### src/rtl/nor_seq_params.svh
// constants for the host-side nor flash erase/suspend command sequencer
`ifndef NOR_SEQ_PARAMS_SVH
`define NOR_SEQ_PARAMS_SVH
// command words written on the data pins
`define CMD_UNLK1    16'h00aa
`define CMD_UNLK2    16'h0055
`define CMD_SETUP    16'h0080
`define CMD_CHIP     16'h0010
`define CMD_SUSPEND  16'h00b0
`define CMD_RESUME   16'h0030
`define CMD_ID_ENTRY 16'h0090
`define CMD_SEC_ENTRY 16'h0088
`define CMD_SEC_EXIT 16'h0000
`define CMD_READ_RST 16'h00f0
// word addresses of the unlock cycles and of single-write commands
`define ADDR_UNLK1   12'h555
`define ADDR_UNLK2   12'h2aa
`define ADDR_ANY     12'h000
// status bit position and erased word value
`define DATA_POLL_POS 7
`define ERASED_WORD  16'hffff
// clock period and times
`define CLK_NS       5
`define T_SETUP_NS   10
`define T_WP_NS      35
`define T_ACC_NS     90
`define T_REC_NS     20
`define T_ESUSP_US   20
`define T_PSUSP_US   15
`define T_POLL_NS    1000
`define T_RST_NS     500
`define T_RH_NS      20000
// cycle counts: least times round up, longest times round down
`define SETUP_CYC 8'((`T_SETUP_NS + `CLK_NS - 1) / `CLK_NS)
`define WP_CYC    8'((`T_WP_NS + `CLK_NS - 1) / `CLK_NS)
`define ACC_CYC   8'((`T_ACC_NS + `CLK_NS - 1) / `CLK_NS)
`define REC_CYC   8'((`T_REC_NS + `CLK_NS - 1) / `CLK_NS)
`define ESUSP_CYC 16'((`T_ESUSP_US * 1000) / `CLK_NS)
`define PSUSP_CYC 16'((`T_PSUSP_US * 1000) / `CLK_NS)
`define POLL_CYC  16'((`T_POLL_NS + `CLK_NS - 1) / `CLK_NS)
`define RST_CYC   16'((`T_RST_NS + `CLK_NS - 1) / `CLK_NS)
`define RH_CYC    16'((`T_RH_NS + `CLK_NS - 1) / `CLK_NS)
`endif

### src/rtl/nor_seq_pkg.sv
// types shared by the nor flash sequencer modules
package nor_seq_pkg;
  typedef enum logic [3:0] {OP_CHIP_ERASE, OP_ERASE_SUSPEND, OP_ERASE_RESUME, OP_PROG_SUSPEND,
                            OP_PROG_RESUME, OP_ID_READ, OP_SECURE_READ, OP_ARRAY_READ, OP_POLL} op_t;
  typedef enum logic [1:0] {M_READ, M_CHIP, M_ESUSP, M_PSUSP} mode_t;
  typedef enum {S_IDLE, S_STEP, S_WAIT, S_GAP, S_SUSP, S_RST_LO, S_RST_HI} state_t;
  typedef enum {C_IDLE, C_SET, C_STB, C_REC} cyc_state_t;
  typedef struct packed {
    logic [11:0] addr;
    logic [15:0] data;
    logic        rd;
    logic        last;
  } step_t;
endpackage

### src/rtl/flash_bus_if.sv
// one bus-cycle request/answer between the sequencer and the pin driver
`timescale 1ns/1ps
interface flash_bus_if #(parameter int ADDR_W = 24) ();
  logic              req;    // one-cycle request pulse
  logic              wr;     // 1 write, 0 read
  logic [ADDR_W-1:0] addr;   // word address
  logic [15:0]       wdata;  // write data
  logic              ack;    // one-cycle end of cycle
  logic [15:0]       rdata;  // read data, valid with ack
  modport master (output req, wr, addr, wdata, input ack, rdata);
  modport slave  (input req, wr, addr, wdata, output ack, rdata);
endinterface

### src/rtl/flash_bus_cycle.sv
// drives one asynchronous write or read cycle on the flash pins
`timescale 1ns/1ps
`include "nor_seq_params.svh"
module flash_bus_cycle import nor_seq_pkg::*; #(
  parameter int ADDR_W = 24
) (
  input  wire logic              clk_sys_in,
  input  wire logic              rst_b_in,
  flash_bus_if.slave             bus,
  output logic [ADDR_W-1:0]      addr_out,
  output logic [15:0]            dq_out,
  output logic                   dq_oe_out,
  input  wire logic [15:0]       dq_in,
  output logic                   ce_n_out,
  output logic                   oe_n_out,
  output logic                   we_n_out
);
  cyc_state_t        st, next_st;         // cycle phase
  logic [7:0]        cnt, next_cnt;       // phase timer
  logic              wr, next_wr;         // latched direction
  logic [ADDR_W-1:0] next_addr;
  logic [15:0]       next_dq, next_rdata, rdata;
  logic              next_oe, next_ce_n, next_oe_n, next_we_n, next_ack, ack;
  logic [15:0]       dq_s1, dq_s2, dq_s3; // pin synchroniser, only s2/s3 are compared

  assign bus.ack   = ack;
  assign bus.rdata = rdata;

  // phase sequencing; a read waits until the synchronised bus is steady
  always_comb begin
    next_st = st; next_cnt = cnt + 8'h01; next_wr = wr; next_addr = addr_out;
    next_dq = dq_out; next_oe = dq_oe_out; next_ce_n = ce_n_out;
    next_oe_n = oe_n_out; next_we_n = we_n_out; next_ack = 1'b0; next_rdata = rdata;
    unique case (st)
      C_IDLE: begin
        next_cnt = 8'h00;
        if (bus.req) begin
          next_wr = bus.wr; next_addr = bus.addr; next_dq = bus.wdata;
          next_oe = bus.wr; next_ce_n = 1'b0; next_st = C_SET;
        end
      end
      C_SET: if (cnt == `SETUP_CYC - 8'h01) begin
        next_cnt = 8'h00; next_st = C_STB;
        if (wr) next_we_n = 1'b0;
        else next_oe_n = 1'b0;
      end
      C_STB: begin
        // write strobe width; rising edge latches the command
        if (wr && cnt == `WP_CYC - 8'h01) begin
          next_we_n = 1'b1; next_cnt = 8'h00; next_st = C_REC;
        end else if (!wr && cnt >= `ACC_CYC + 8'h02 && dq_s2 == dq_s3) begin
          next_rdata = dq_s3; next_oe_n = 1'b1; next_cnt = 8'h00; next_st = C_REC;
        end else if (!wr && cnt == 8'hff) begin
          next_cnt = cnt;  // hold the timer at top while data settles
        end
      end
      C_REC: if (cnt == `REC_CYC - 8'h01) begin
        next_ce_n = 1'b1; next_oe = 1'b0; next_ack = 1'b1; next_st = C_IDLE;
      end
    endcase
  end

  // registers, pins idle high and released during reset
  always_ff @(posedge clk_sys_in or negedge rst_b_in) begin
    if (!rst_b_in) begin
      st <= C_IDLE; cnt <= 8'h00; wr <= 1'b0; addr_out <= '0; dq_out <= 16'h0000;
      dq_oe_out <= 1'b0; ce_n_out <= 1'b1; oe_n_out <= 1'b1; we_n_out <= 1'b1;
      ack <= 1'b0; rdata <= 16'h0000;
      dq_s1 <= 16'h0000; dq_s2 <= 16'h0000; dq_s3 <= 16'h0000;
    end else begin
      st <= next_st; cnt <= next_cnt; wr <= next_wr; addr_out <= next_addr; dq_out <= next_dq;
      dq_oe_out <= next_oe; ce_n_out <= next_ce_n; oe_n_out <= next_oe_n; we_n_out <= next_we_n;
      ack <= next_ack; rdata <= next_rdata;
      dq_s1 <= dq_in; dq_s2 <= dq_s1; dq_s3 <= dq_s2;
    end
  end

  a_we_width: assert property (@(posedge clk_sys_in) disable iff (!rst_b_in)
    $fell(we_n_out) |-> !we_n_out [*7]) else $error("write strobe too short");
  a_write_drive: assert property (@(posedge clk_sys_in) disable iff (!rst_b_in)
    !we_n_out |-> dq_oe_out && oe_n_out && !ce_n_out) else $error("write strobe without drive");
endmodule

### src/rtl/nor_erase_suspend_sequencer.sv
// host-side sequencer for chip erase and erase/program suspend and resume
`timescale 1ns/1ps
`include "nor_seq_params.svh"
// Operation
// - six unlock/setup writes launch chip erase
// - hardware reset aborts; host reissues chip erase
// - erase suspend is one B0 write, sector erase
// - erase resume one 30 write; extras ignored
// - secure region read needs entry and exit
// - program resume one 30 write; extras ignored
module nor_erase_suspend_sequencer import nor_seq_pkg::*; #(
  parameter int ADDR_W = 24
) (
  input  wire logic              clk_sys_in,
  input  wire logic              rst_b_in,
  input  wire logic              cmd_valid_in,
  input  wire logic [3:0]        cmd_op_in,
  input  wire logic [ADDR_W-1:0] cmd_addr_in,
  output logic                   cmd_ready_out,
  input  wire logic              hw_reset_in,
  output logic                   done_out,
  output logic                   refused_out,
  output logic                   timeout_out,
  output logic                   erase_done_out,
  output logic [15:0]            rdata_out,
  output logic [1:0]             mode_out,
  output logic [ADDR_W-1:0]      flash_addr_out,
  output logic [15:0]            flash_dq_out,
  output logic                   flash_dq_oe_out,
  input  wire logic [15:0]       flash_dq_in,
  output logic                   flash_ce_n_out,
  output logic                   flash_oe_n_out,
  output logic                   flash_we_n_out,
  output logic                   flash_reset_n_out,
  input  wire logic              ready_busy_n_in
);
  localparam int SUSP_MAX = 4000;  // helper bound for the wait checker

  if (ADDR_W < 12) begin : g_chk
    $error("ADDR_W must cover the unlock addresses");
  end

  flash_bus_if #(.ADDR_W(ADDR_W)) bus ();

  flash_bus_cycle #(.ADDR_W(ADDR_W)) u_cycle (
    .clk_sys_in (clk_sys_in),
    .rst_b_in   (rst_b_in),
    .bus        (bus.slave),
    .addr_out   (flash_addr_out),
    .dq_out     (flash_dq_out),
    .dq_oe_out  (flash_dq_oe_out),
    .dq_in      (flash_dq_in),
    .ce_n_out   (flash_ce_n_out),
    .oe_n_out   (flash_oe_n_out),
    .we_n_out   (flash_we_n_out)
  );

  state_t            st, next_st;         // sequencer state
  mode_t             mode, next_mode;     // what the device is believed to do
  op_t               op, next_op;         // operation under way
  logic [3:0]        step, next_step;     // index into the write list
  logic [15:0]       cnt, next_cnt;       // gap, wait and reset timer
  logic [ADDR_W-1:0] addr_q, next_addr_q; // user address for reads and polling
  logic              from_es, next_from_es; // program was suspended inside erase suspend
  logic              reissue, next_reissue; // chip erase to be run again after reset
  logic              req, next_req, next_ready, next_done, next_refused, next_timeout, next_edone;
  logic [15:0]       next_rdata;
  logic              next_rst_n;
  logic              rb_s1, rb_s2, rb_s3, rb_ready; // ready/busy synchroniser and settled level
  logic              next_rb_ready;                 // settled level once stages two and three agree
  logic              allowed;
  step_t             cur;

  assign bus.req   = req;
  assign bus.wr    = !cur.rd;
  assign bus.addr  = cur.rd ? addr_q : ADDR_W'(cur.addr);
  assign bus.wdata = cur.data;
  assign mode_out  = mode;

  // write list for each operation; a read step uses the latched user address
  function automatic step_t step_word(input op_t o, input logic [3:0] i);
    step_t s;
    s = '{addr: `ADDR_UNLK1, data: `CMD_UNLK1, rd: 1'b0, last: 1'b0};
    if (i == 4'h1 || (o == OP_SECURE_READ && i == 4'h5)) begin
      s.addr = `ADDR_UNLK2;
      s.data = `CMD_UNLK2;
    end
    unique case (o)
      OP_CHIP_ERASE: begin
        if (i == 4'h2) s.data = `CMD_SETUP;
        if (i == 4'h4) begin
          s.addr = `ADDR_UNLK2;
          s.data = `CMD_UNLK2;
        end
        if (i == 4'h5) begin
          s.data = `CMD_CHIP;
          s.last = 1'b1;
        end
      end
      OP_ERASE_SUSPEND, OP_PROG_SUSPEND: s = '{`ADDR_ANY, `CMD_SUSPEND, 1'b0, 1'b1};
      OP_ERASE_RESUME, OP_PROG_RESUME: s = '{`ADDR_ANY, `CMD_RESUME, 1'b0, 1'b1};
      OP_ID_READ: begin
        if (i == 4'h2) s.data = `CMD_ID_ENTRY;
        if (i == 4'h3) s.rd = 1'b1;
        if (i == 4'h4) s = '{`ADDR_ANY, `CMD_READ_RST, 1'b0, 1'b1};
      end
      OP_SECURE_READ: begin
        if (i == 4'h2) s.data = `CMD_SEC_ENTRY;
        if (i == 4'h3) s.rd = 1'b1;
        if (i == 4'h6) s.data = `CMD_ID_ENTRY;
        if (i == 4'h7) s = '{`ADDR_ANY, `CMD_SEC_EXIT, 1'b0, 1'b1};
      end
      OP_ARRAY_READ, OP_POLL: begin
        s.rd = 1'b1;
        s.last = 1'b1;
      end
    endcase
    return s;
  endfunction

  always_comb cur = step_word(op, step);

  // which user commands make sense in the believed device mode
  always_comb begin
    unique case (op_t'(cmd_op_in))
      OP_CHIP_ERASE, OP_ERASE_SUSPEND: allowed = (mode == M_READ);
      OP_ERASE_RESUME: allowed = (mode == M_ESUSP);
      OP_PROG_SUSPEND: allowed = (mode == M_READ) || (mode == M_ESUSP);
      OP_PROG_RESUME: allowed = (mode == M_PSUSP);
      OP_ID_READ, OP_SECURE_READ, OP_ARRAY_READ: allowed = 1'b1;
      default: allowed = 1'b0;  // internal or unknown codes are refused
    endcase
  end

  // sequencer next state
  always_comb begin
    next_st = st; next_mode = mode; next_op = op; next_step = step; next_cnt = cnt + 16'h0001;
    next_addr_q = addr_q; next_from_es = from_es; next_reissue = reissue; next_req = 1'b0;
    next_done = 1'b0; next_refused = 1'b0; next_timeout = 1'b0; next_edone = 1'b0;
    next_rdata = rdata_out; next_rst_n = flash_reset_n_out;
    next_rb_ready = (rb_s2 == rb_s3) ? rb_s3 : rb_ready;
    unique case (st)
      S_IDLE: begin
        next_cnt = 16'h0000;
        if (hw_reset_in) begin
          next_rst_n = 1'b0; next_st = S_RST_LO;
        end else if (cmd_valid_in) begin
          // only a legal code reaches op, so the step decoder never meets an unknown value
          if (allowed) begin
            next_op = op_t'(cmd_op_in); next_addr_q = cmd_addr_in; next_step = 4'h0; next_st = S_STEP;
          end else begin
            next_done = 1'b1; next_refused = 1'b1; // extra resumes and bad commands go nowhere
          end
        end
      end
      S_STEP: begin
        next_req = 1'b1; next_st = S_WAIT;
      end
      S_WAIT: if (bus.ack) begin
        next_cnt = 16'h0000;
        if (cur.rd) next_rdata = bus.rdata;
        if (!cur.last) begin
          next_step = step + 4'h1; next_st = S_STEP;
        end else begin
          next_st = S_IDLE;
          next_done = 1'b1;
          unique case (op)
            OP_CHIP_ERASE: begin // erase launched, device preprograms itself; only polling
              next_mode = M_CHIP; next_done = 1'b0; next_st = S_GAP;
            end
            OP_POLL: // polling bit high and ready level means erase ended
              if (bus.rdata[`DATA_POLL_POS] && rb_ready) begin
                next_mode = M_READ; next_edone = 1'b1;
              end else begin
                next_done = 1'b0; next_st = S_GAP;
              end
            OP_ERASE_SUSPEND, OP_PROG_SUSPEND: begin
              next_done = 1'b0; next_st = S_SUSP;
              next_from_es = (op == OP_PROG_SUSPEND) ? (mode == M_ESUSP) : from_es;
            end
            OP_ERASE_RESUME: next_mode = M_READ;
            OP_PROG_RESUME: next_mode = from_es ? M_ESUSP : M_READ;
            default: next_mode = mode;
          endcase
        end
      end
      S_GAP: begin // poll interval; a reset here aborts the erase
        if (hw_reset_in) begin
          next_rst_n = 1'b0; next_reissue = 1'b1; next_cnt = 16'h0000; next_st = S_RST_LO;
        end else if (cnt == `POLL_CYC - 16'h0001) begin
          next_op = OP_POLL; next_step = 4'h0; next_st = S_STEP;
        end
      end
      S_SUSP: begin // wait for ready within the suspend bound
        if (rb_ready) begin
          next_mode = (op == OP_ERASE_SUSPEND) ? M_ESUSP : M_PSUSP; next_done = 1'b1; next_st = S_IDLE;
        end else if (cnt == ((op == OP_ERASE_SUSPEND) ? `ESUSP_CYC : `PSUSP_CYC) - 16'h0001) begin
          next_timeout = 1'b1; next_done = 1'b1; next_st = S_IDLE;
        end
      end
      S_RST_LO: if (cnt == `RST_CYC - 16'h0001) begin
        next_rst_n = 1'b1; next_cnt = 16'h0000; next_st = S_RST_HI;
      end
      S_RST_HI: if (cnt == `RH_CYC - 16'h0001) begin
        next_mode = M_READ; next_from_es = 1'b0;
        if (reissue) begin // run the full erase again once the array reads
          next_reissue = 1'b0; next_op = OP_CHIP_ERASE; next_step = 4'h0; next_st = S_STEP;
        end else begin
          next_done = 1'b1; next_st = S_IDLE;
        end
      end
    endcase
    next_ready = (next_st == S_IDLE);
  end

  // registers; ready/busy settles once the second and third stages agree
  always_ff @(posedge clk_sys_in or negedge rst_b_in) begin
    if (!rst_b_in) begin
      st <= S_IDLE; mode <= M_READ; op <= OP_ARRAY_READ; step <= 4'h0; cnt <= 16'h0000;
      addr_q <= '0; from_es <= 1'b0; reissue <= 1'b0; req <= 1'b0; cmd_ready_out <= 1'b0;
      done_out <= 1'b0; refused_out <= 1'b0; timeout_out <= 1'b0; erase_done_out <= 1'b0;
      rdata_out <= 16'h0000; flash_reset_n_out <= 1'b1;
      rb_s1 <= 1'b1; rb_s2 <= 1'b1; rb_s3 <= 1'b1; rb_ready <= 1'b1; // pin idles at ready
    end else begin
      st <= next_st; mode <= next_mode; op <= next_op; step <= next_step; cnt <= next_cnt;
      addr_q <= next_addr_q; from_es <= next_from_es; reissue <= next_reissue; req <= next_req;
      cmd_ready_out <= next_ready; done_out <= next_done; refused_out <= next_refused;
      timeout_out <= next_timeout; erase_done_out <= next_edone; rdata_out <= next_rdata;
      flash_reset_n_out <= next_rst_n;
      rb_s1 <= ready_busy_n_in; rb_s2 <= rb_s1; rb_s3 <= rb_s2;
      rb_ready <= next_rb_ready;
    end
  end

  a_chip_cmd_addr: assert property (@(posedge clk_sys_in) disable iff (!rst_b_in)
    bus.req && bus.wr && op == OP_CHIP_ERASE && step == 4'h5 |-> bus.wdata == `CMD_CHIP && bus.addr == ADDR_W'(`ADDR_UNLK1))
    else $error("chip erase command at wrong address");
  a_chip_busy_quiet: assert property (@(posedge clk_sys_in) disable iff (!rst_b_in)
    mode == M_CHIP |-> !cmd_ready_out) else $error("commands offered during chip erase");
  a_erase_done_poll: assert property (@(posedge clk_sys_in) disable iff (!rst_b_in)
    erase_done_out |-> rdata_out[7] && mode == M_READ && done_out) else $error("erase end without status");
  a_rst_pulse_len: assert property (@(posedge clk_sys_in) disable iff (!rst_b_in)
    $fell(flash_reset_n_out) |-> !flash_reset_n_out [*8]) else $error("flash reset pulse too short");
  a_reset_reissue: assert property (@(posedge clk_sys_in) disable iff (!rst_b_in)
    st == S_GAP && hw_reset_in |=> reissue) else $error("aborted erase not marked for reissue");
  a_resume_ignored: assert property (@(posedge clk_sys_in) disable iff (!rst_b_in)
    cmd_valid_in && cmd_ready_out && cmd_op_in == 4'(OP_ERASE_RESUME) && mode != M_ESUSP
    |=> refused_out && done_out) else $error("stray erase resume not refused");
  a_prog_resume: assert property (@(posedge clk_sys_in) disable iff (!rst_b_in)
    cmd_valid_in && cmd_ready_out && cmd_op_in == 4'(OP_PROG_RESUME) && mode == M_PSUSP
    |-> ##[1:100] mode != M_PSUSP) else $error("program resume did not leave suspend");
  a_susp_bound: assert property (@(posedge clk_sys_in) disable iff (!rst_b_in)
    st == S_SUSP |-> cnt < 16'(SUSP_MAX)) else $error("suspend wait overran");
  a_timeout_src: assert property (@(posedge clk_sys_in) disable iff (!rst_b_in)
    timeout_out |-> $past(st) == S_SUSP && done_out) else $error("timeout outside suspend wait");
endmodule

### config.mk
export PLATFORM = sky130hd
export DESIGN_NAME = nor_erase_suspend_sequencer
export DESIGN_NICKNAME = d
export VERILOG_FILES = /design/src/rtl/nor_seq_pkg.sv /design/src/rtl/flash_bus_if.sv /design/src/rtl/flash_bus_cycle.sv /design/src/rtl/nor_erase_suspend_sequencer.sv
export VERILOG_INCLUDE_DIRS = /design/src /design/src/rtl
export SDC_FILE = /design/constraint.sdc
export NUM_CORES = 1
export LEC_CHECK = 0
export CAP_MARGIN = 20
export CORE_UTILIZATION = 30
export CTS_BUF_LIST = sky130_fd_sc_hd__clkbuf_16
export CTS_CLUSTER_DIAMETER = 30
export CTS_CLUSTER_SIZE = 30
export DETAILED_ROUTE_END_ITERATION = 10
export DONT_BUFFER_PORTS = 1
export PLACE_DENSITY = 0.53
export SLEW_MARGIN = 20
export SYNTH_ARGS = -nofsm -noshare
export SYNTH_HDL_FRONTEND = slang
export SYNTH_SLANG_ARGS = --single-unit
### constraint.sdc
create_clock -name clk_sys_in -period 2.9 [get_ports clk_sys_in]
set_input_delay 0.29 -clock clk_sys_in [delete_from_list [all_inputs] [get_ports clk_sys_in]]
set_output_delay 0.29 -clock clk_sys_in [all_outputs]
set_load 0.02 [all_outputs]
==> impl_summary.txt <==
----------------------------------------------------
[Global routing]
  Largest net degree at the start of global routing ... 223
  Antenna violations before repair ... 0
  Vias in the first global route ... 7,106
  Residual overflow from global routing ... 0
  Total routing resource utilization after global routing ... 14.1%
  Wire length of the first global-routing pass ... 37.5 mm

[Timing]
  Worst hold-check slack ... -536 ps
  Period Utilization, post-route ... 93.8%
  Slew of the pin with the lowest slew margin ... 531 ps
  Setup Total Neg Slack ... 0 ps
  Final setup viols ... 0
  Fmax ... 368 MHz
  Slew margin rel. ... 64.3%
  Number of max-slew violations in the final report ... 0
  Hold violation count in the final report ... 222
  Final Skew ... 16.9 ps
  Time the final worst path needs with I/O delays and setup ... 2720 ps
  Setup repair after global routing missed its margin ... false

[Synth]
  Synth cell types ... 70
  Area contributors post-synth ... sky130_fd_sc_hd__dfrtp_1, sky130_fd_sc_hd__mux2_2, sky130_fd_sc_hd__nand2_1
  Total of flip-flops plus latches after synthesis ... 222
  Area fraction of the dominant cell type after synthesis ... 54.5%
  Most area-hungry cell type in the Yosys netlist ... sky130_fd_sc_hd__dfrtp_1
  Primary flip-flop cell chosen by synthesis mapping ... sky130_fd_sc_hd__dfrtp_1
  Number of synthesized flops with an enable pin ... 0
  Cell Area, Synth ... 9690 µm²
  Post-Syn Area per Cell ... 11.1 µm²
  Most common library cells after synthesis ... sky130_fd_sc_hd__dfrtp_1, sky130_fd_sc_hd__nand2_1, sky130_fd_sc_hd__nor2_1
  Async S/R FF share, synth ... 100%
  Sequential cell area fraction in the yosys report ... 57.4%
  Total of warnings raised by yosys ... 0
  Most common cell in the netlist ... sky130_fd_sc_hd__dfrtp_1
  Synth Instances ... 874

[Routing]
  DRC violation count after routing ... 0
  Vias after detailed routing ... 6,824
  Iter 0 DRT Violations ... 372
  First-pass iteration count of the detailed router ... 5
  Wire length after detailed routing ... 22.4 mm
  Routed WL per cell ... 15.8 µm
  Number of vias per cell after detailed routing ... 4.81
  Detail Route Antenna Nets ... 0

[Hold path]
  Worst Hold Class ... in2async

[Critical path]
  Reg-to-Reg End ... op[2]
  Endpoint required time on the critical path ... 3350 ps
  Critical Path Sink Type ... flip-flop
  Maximum fanout count along the critical path ... 7
  Critical Path Source Type ... flip-flop
  Arrival time at the worst endpoint ... 3170 ps
  Crit Path Class ... reg2reg
  Start of the worst register-to-register path ... cnt[13]
  Internal reg-to-reg setup slack ... 180 ps
  Reg2Reg Depth ... 8

[Clock tree]
  Clock Root Buffer ... sky130_fd_sc_hd__clkbuf_16
  Number of sinks driven by the clock tree ... 222
  Clock tree from TritonCTS ... yes
  TritonCTS buffer count ... 51
  Post-CTS clock slew at the launch and capture registers of the worst setup and hold paths ... 50 ps
  Clk buf depth ... 3
  H-tree levels ... 2
  Skew-Pair Late Insertion Delay ... 550 ps
  CTS Hold Bufs ... 47

[Layout]
  Post-layout net count ... 1,039
  Fillers ... 3,022
  Share of post-route cells with drive strength above 1 ... 20.9%
  Layout area overhead ... 29.9%
  Diodes inserted ... 0

[Placement]
  Post-detailed-placement half-perimeter wirelength ... 14.5 mm
  Input/output buffers ... 0
  Gpl congestion ... 0.876

[Floorplanning]
  Die boundary width ... 182 µm
  Area of the core region ... 31,600 µm²
  Starting Density ... 30.6%
  FP Rows ... 65
  Die Span Y ... 182 µm
  Die Footprint ... 33,000 µm²
  Ports ... 117

[Flow run]
  Reported max-cap violation count ... 0

[Power]
  Post-route total power ... 0.0128 W
  IR drop worst, VDD ... 0.420 mV
  P per Cell Area ... 1020 nW/µm²
  P_leak ... 5.77 nW

[Run status]
  Outcome ... complete, but fails checks
  Failing checks ... negative hold slack

----------------------------------------------------
[state kept, by name, summed over array words and instances, names as in the netlist, 16 cells and up]
register,count
u_cycle.bus.rdata,16
cnt,16
u_cycle.addr_out,24
u_cycle.dq_s3,16
rdata_out,16
addr_q,24
u_cycle.dq_s1,16
u_cycle.dq_s2,16
st,32
[cell families (layout without fill, tap and decap cells)]
group           count (synthesis)  in the layout  share of synthesized area, %
other cells                     1              8                        0.0387
buf+inv                        70            206                          3.19
flops                         222            222                          57.4
fa+ha+maj                      15             15                          1.88
compound gates                122            122                          8.00
xor+xnor                       37             37                          3.34
mux                            65             65                          7.47
simple gates                  342            342                          18.6
[routing by layer]
| layer | wire length (µm) | part of all wire (%) | vias up | global-route usage [%] |
|---|---|---|---|---|
| met5 | 0 | 0 | - | 0 |
| met4 | 668 | 3.0 | 0 | 5.56 |
| met3 | 1320 | 5.9 | 62 | 4.07 |
| met2 | 10400 | 46 | 161 | 22.4 |
| met1 | 10100 | 45 | 3332 | 17.9 |
| li1 | - | - | 3269 | - |
[layout by cell type (no fill, tap or decap), drive strengths merged, types with 4 or more instances in the layout]
cell type and instances:
dfstp 11, a21oi 36, o21ai 35, or3 6, dfrtp 211, or4 7
buf 42, o311ai 4, nand2b 14, bufinv 9, conb 8, mux2i 6
nand3 54, and2 34, inv 30, nor3 11, o31ai 4, mux2 59
clkbuf 51, a31oi 5, xor2 16, nand4 10, nor2 64, nor2b 7
nand3b 4, a211oi 5, and3 9, nand2 89, o31a 4, nor4 13
clkinv 24, ha 13, xnor2 21, dlygate4sd3 47
[power by group]
group          leakage, nW  switching (W)  internal (W)
logic                 2.03        0.00151       0.00115
clock network        0.868        0.00181       0.00400
registers             2.87       0.000731       0.00363
[what timing repair did]
action | in CTS | in global routing
endpoints found under the hold margin | 271 | 222
setup buffers | 0 | 0
gates resized for setup | 0 | 4
endpoints found under the setup margin | 0 | 38
[critical path, stage by stage, from the launching register on]
cell,delay (ps)
sky130_fd_sc_hd__dfrtp_1,410
sky130_fd_sc_hd__or4_4,570
sky130_fd_sc_hd__or2_1,290
sky130_fd_sc_hd__o311ai_2,290
sky130_fd_sc_hd__a211oi_1,130
sky130_fd_sc_hd__a311o_1,380
sky130_fd_sc_hd__buf_4,170
sky130_fd_sc_hd__nand2b_1,190
sky130_fd_sc_hd__o21ai_0,200
[worst max path at each step]
stage	to	slack, ps	start	depth (start not counted)
floorplan	rdata_out[10]	170	st[5]	7
global placement	mode_out[1]	100	cnt[12]	7
detailed placement	op[1]	90	cnt[12]	8
CTS	op[2]	60	cnt[12]	8
global route	mode_out[1]	2	op[1]	8
finish	op[2]	180	cnt[13]	8
[area by class of cell]
type	instances	area [µm²]	share of cell area, %
repair buffers	89	815	6.47
flip-flops and latches	222	5570	44.2
well taps	402	503	3.99
multi-input cells	589	3860	30.6
clock inverters	42	482	3.83
inverters	24	90.1	0.715
clock buffers	51	1280	10.1
[per-stage QoR]
| step | std cells | area [µm²] | hold WS, ps | util, % | worst slack [ps] |
|---|---|---|---|---|---|
| after global routing | 1419 | 12600 | -566 | 39.8 | 2.06 |
| after floorplan | 881 | 9720 | -5.59 | - | 168 |
| after detailed placement | 1279 | 10300 | 5.45 | 32.7 | 88.5 |
| after CTS | 1419 | 12600 | -575 | 39.7 | 58.2 |
| final | 1419 | 12600 | -536 | 39.8 | 180 |
| after global placement | 1279 | 10300 | 6.78 | 32.7 | 97.4 |
Note: power is estimated with default switching activity, not from simulation.
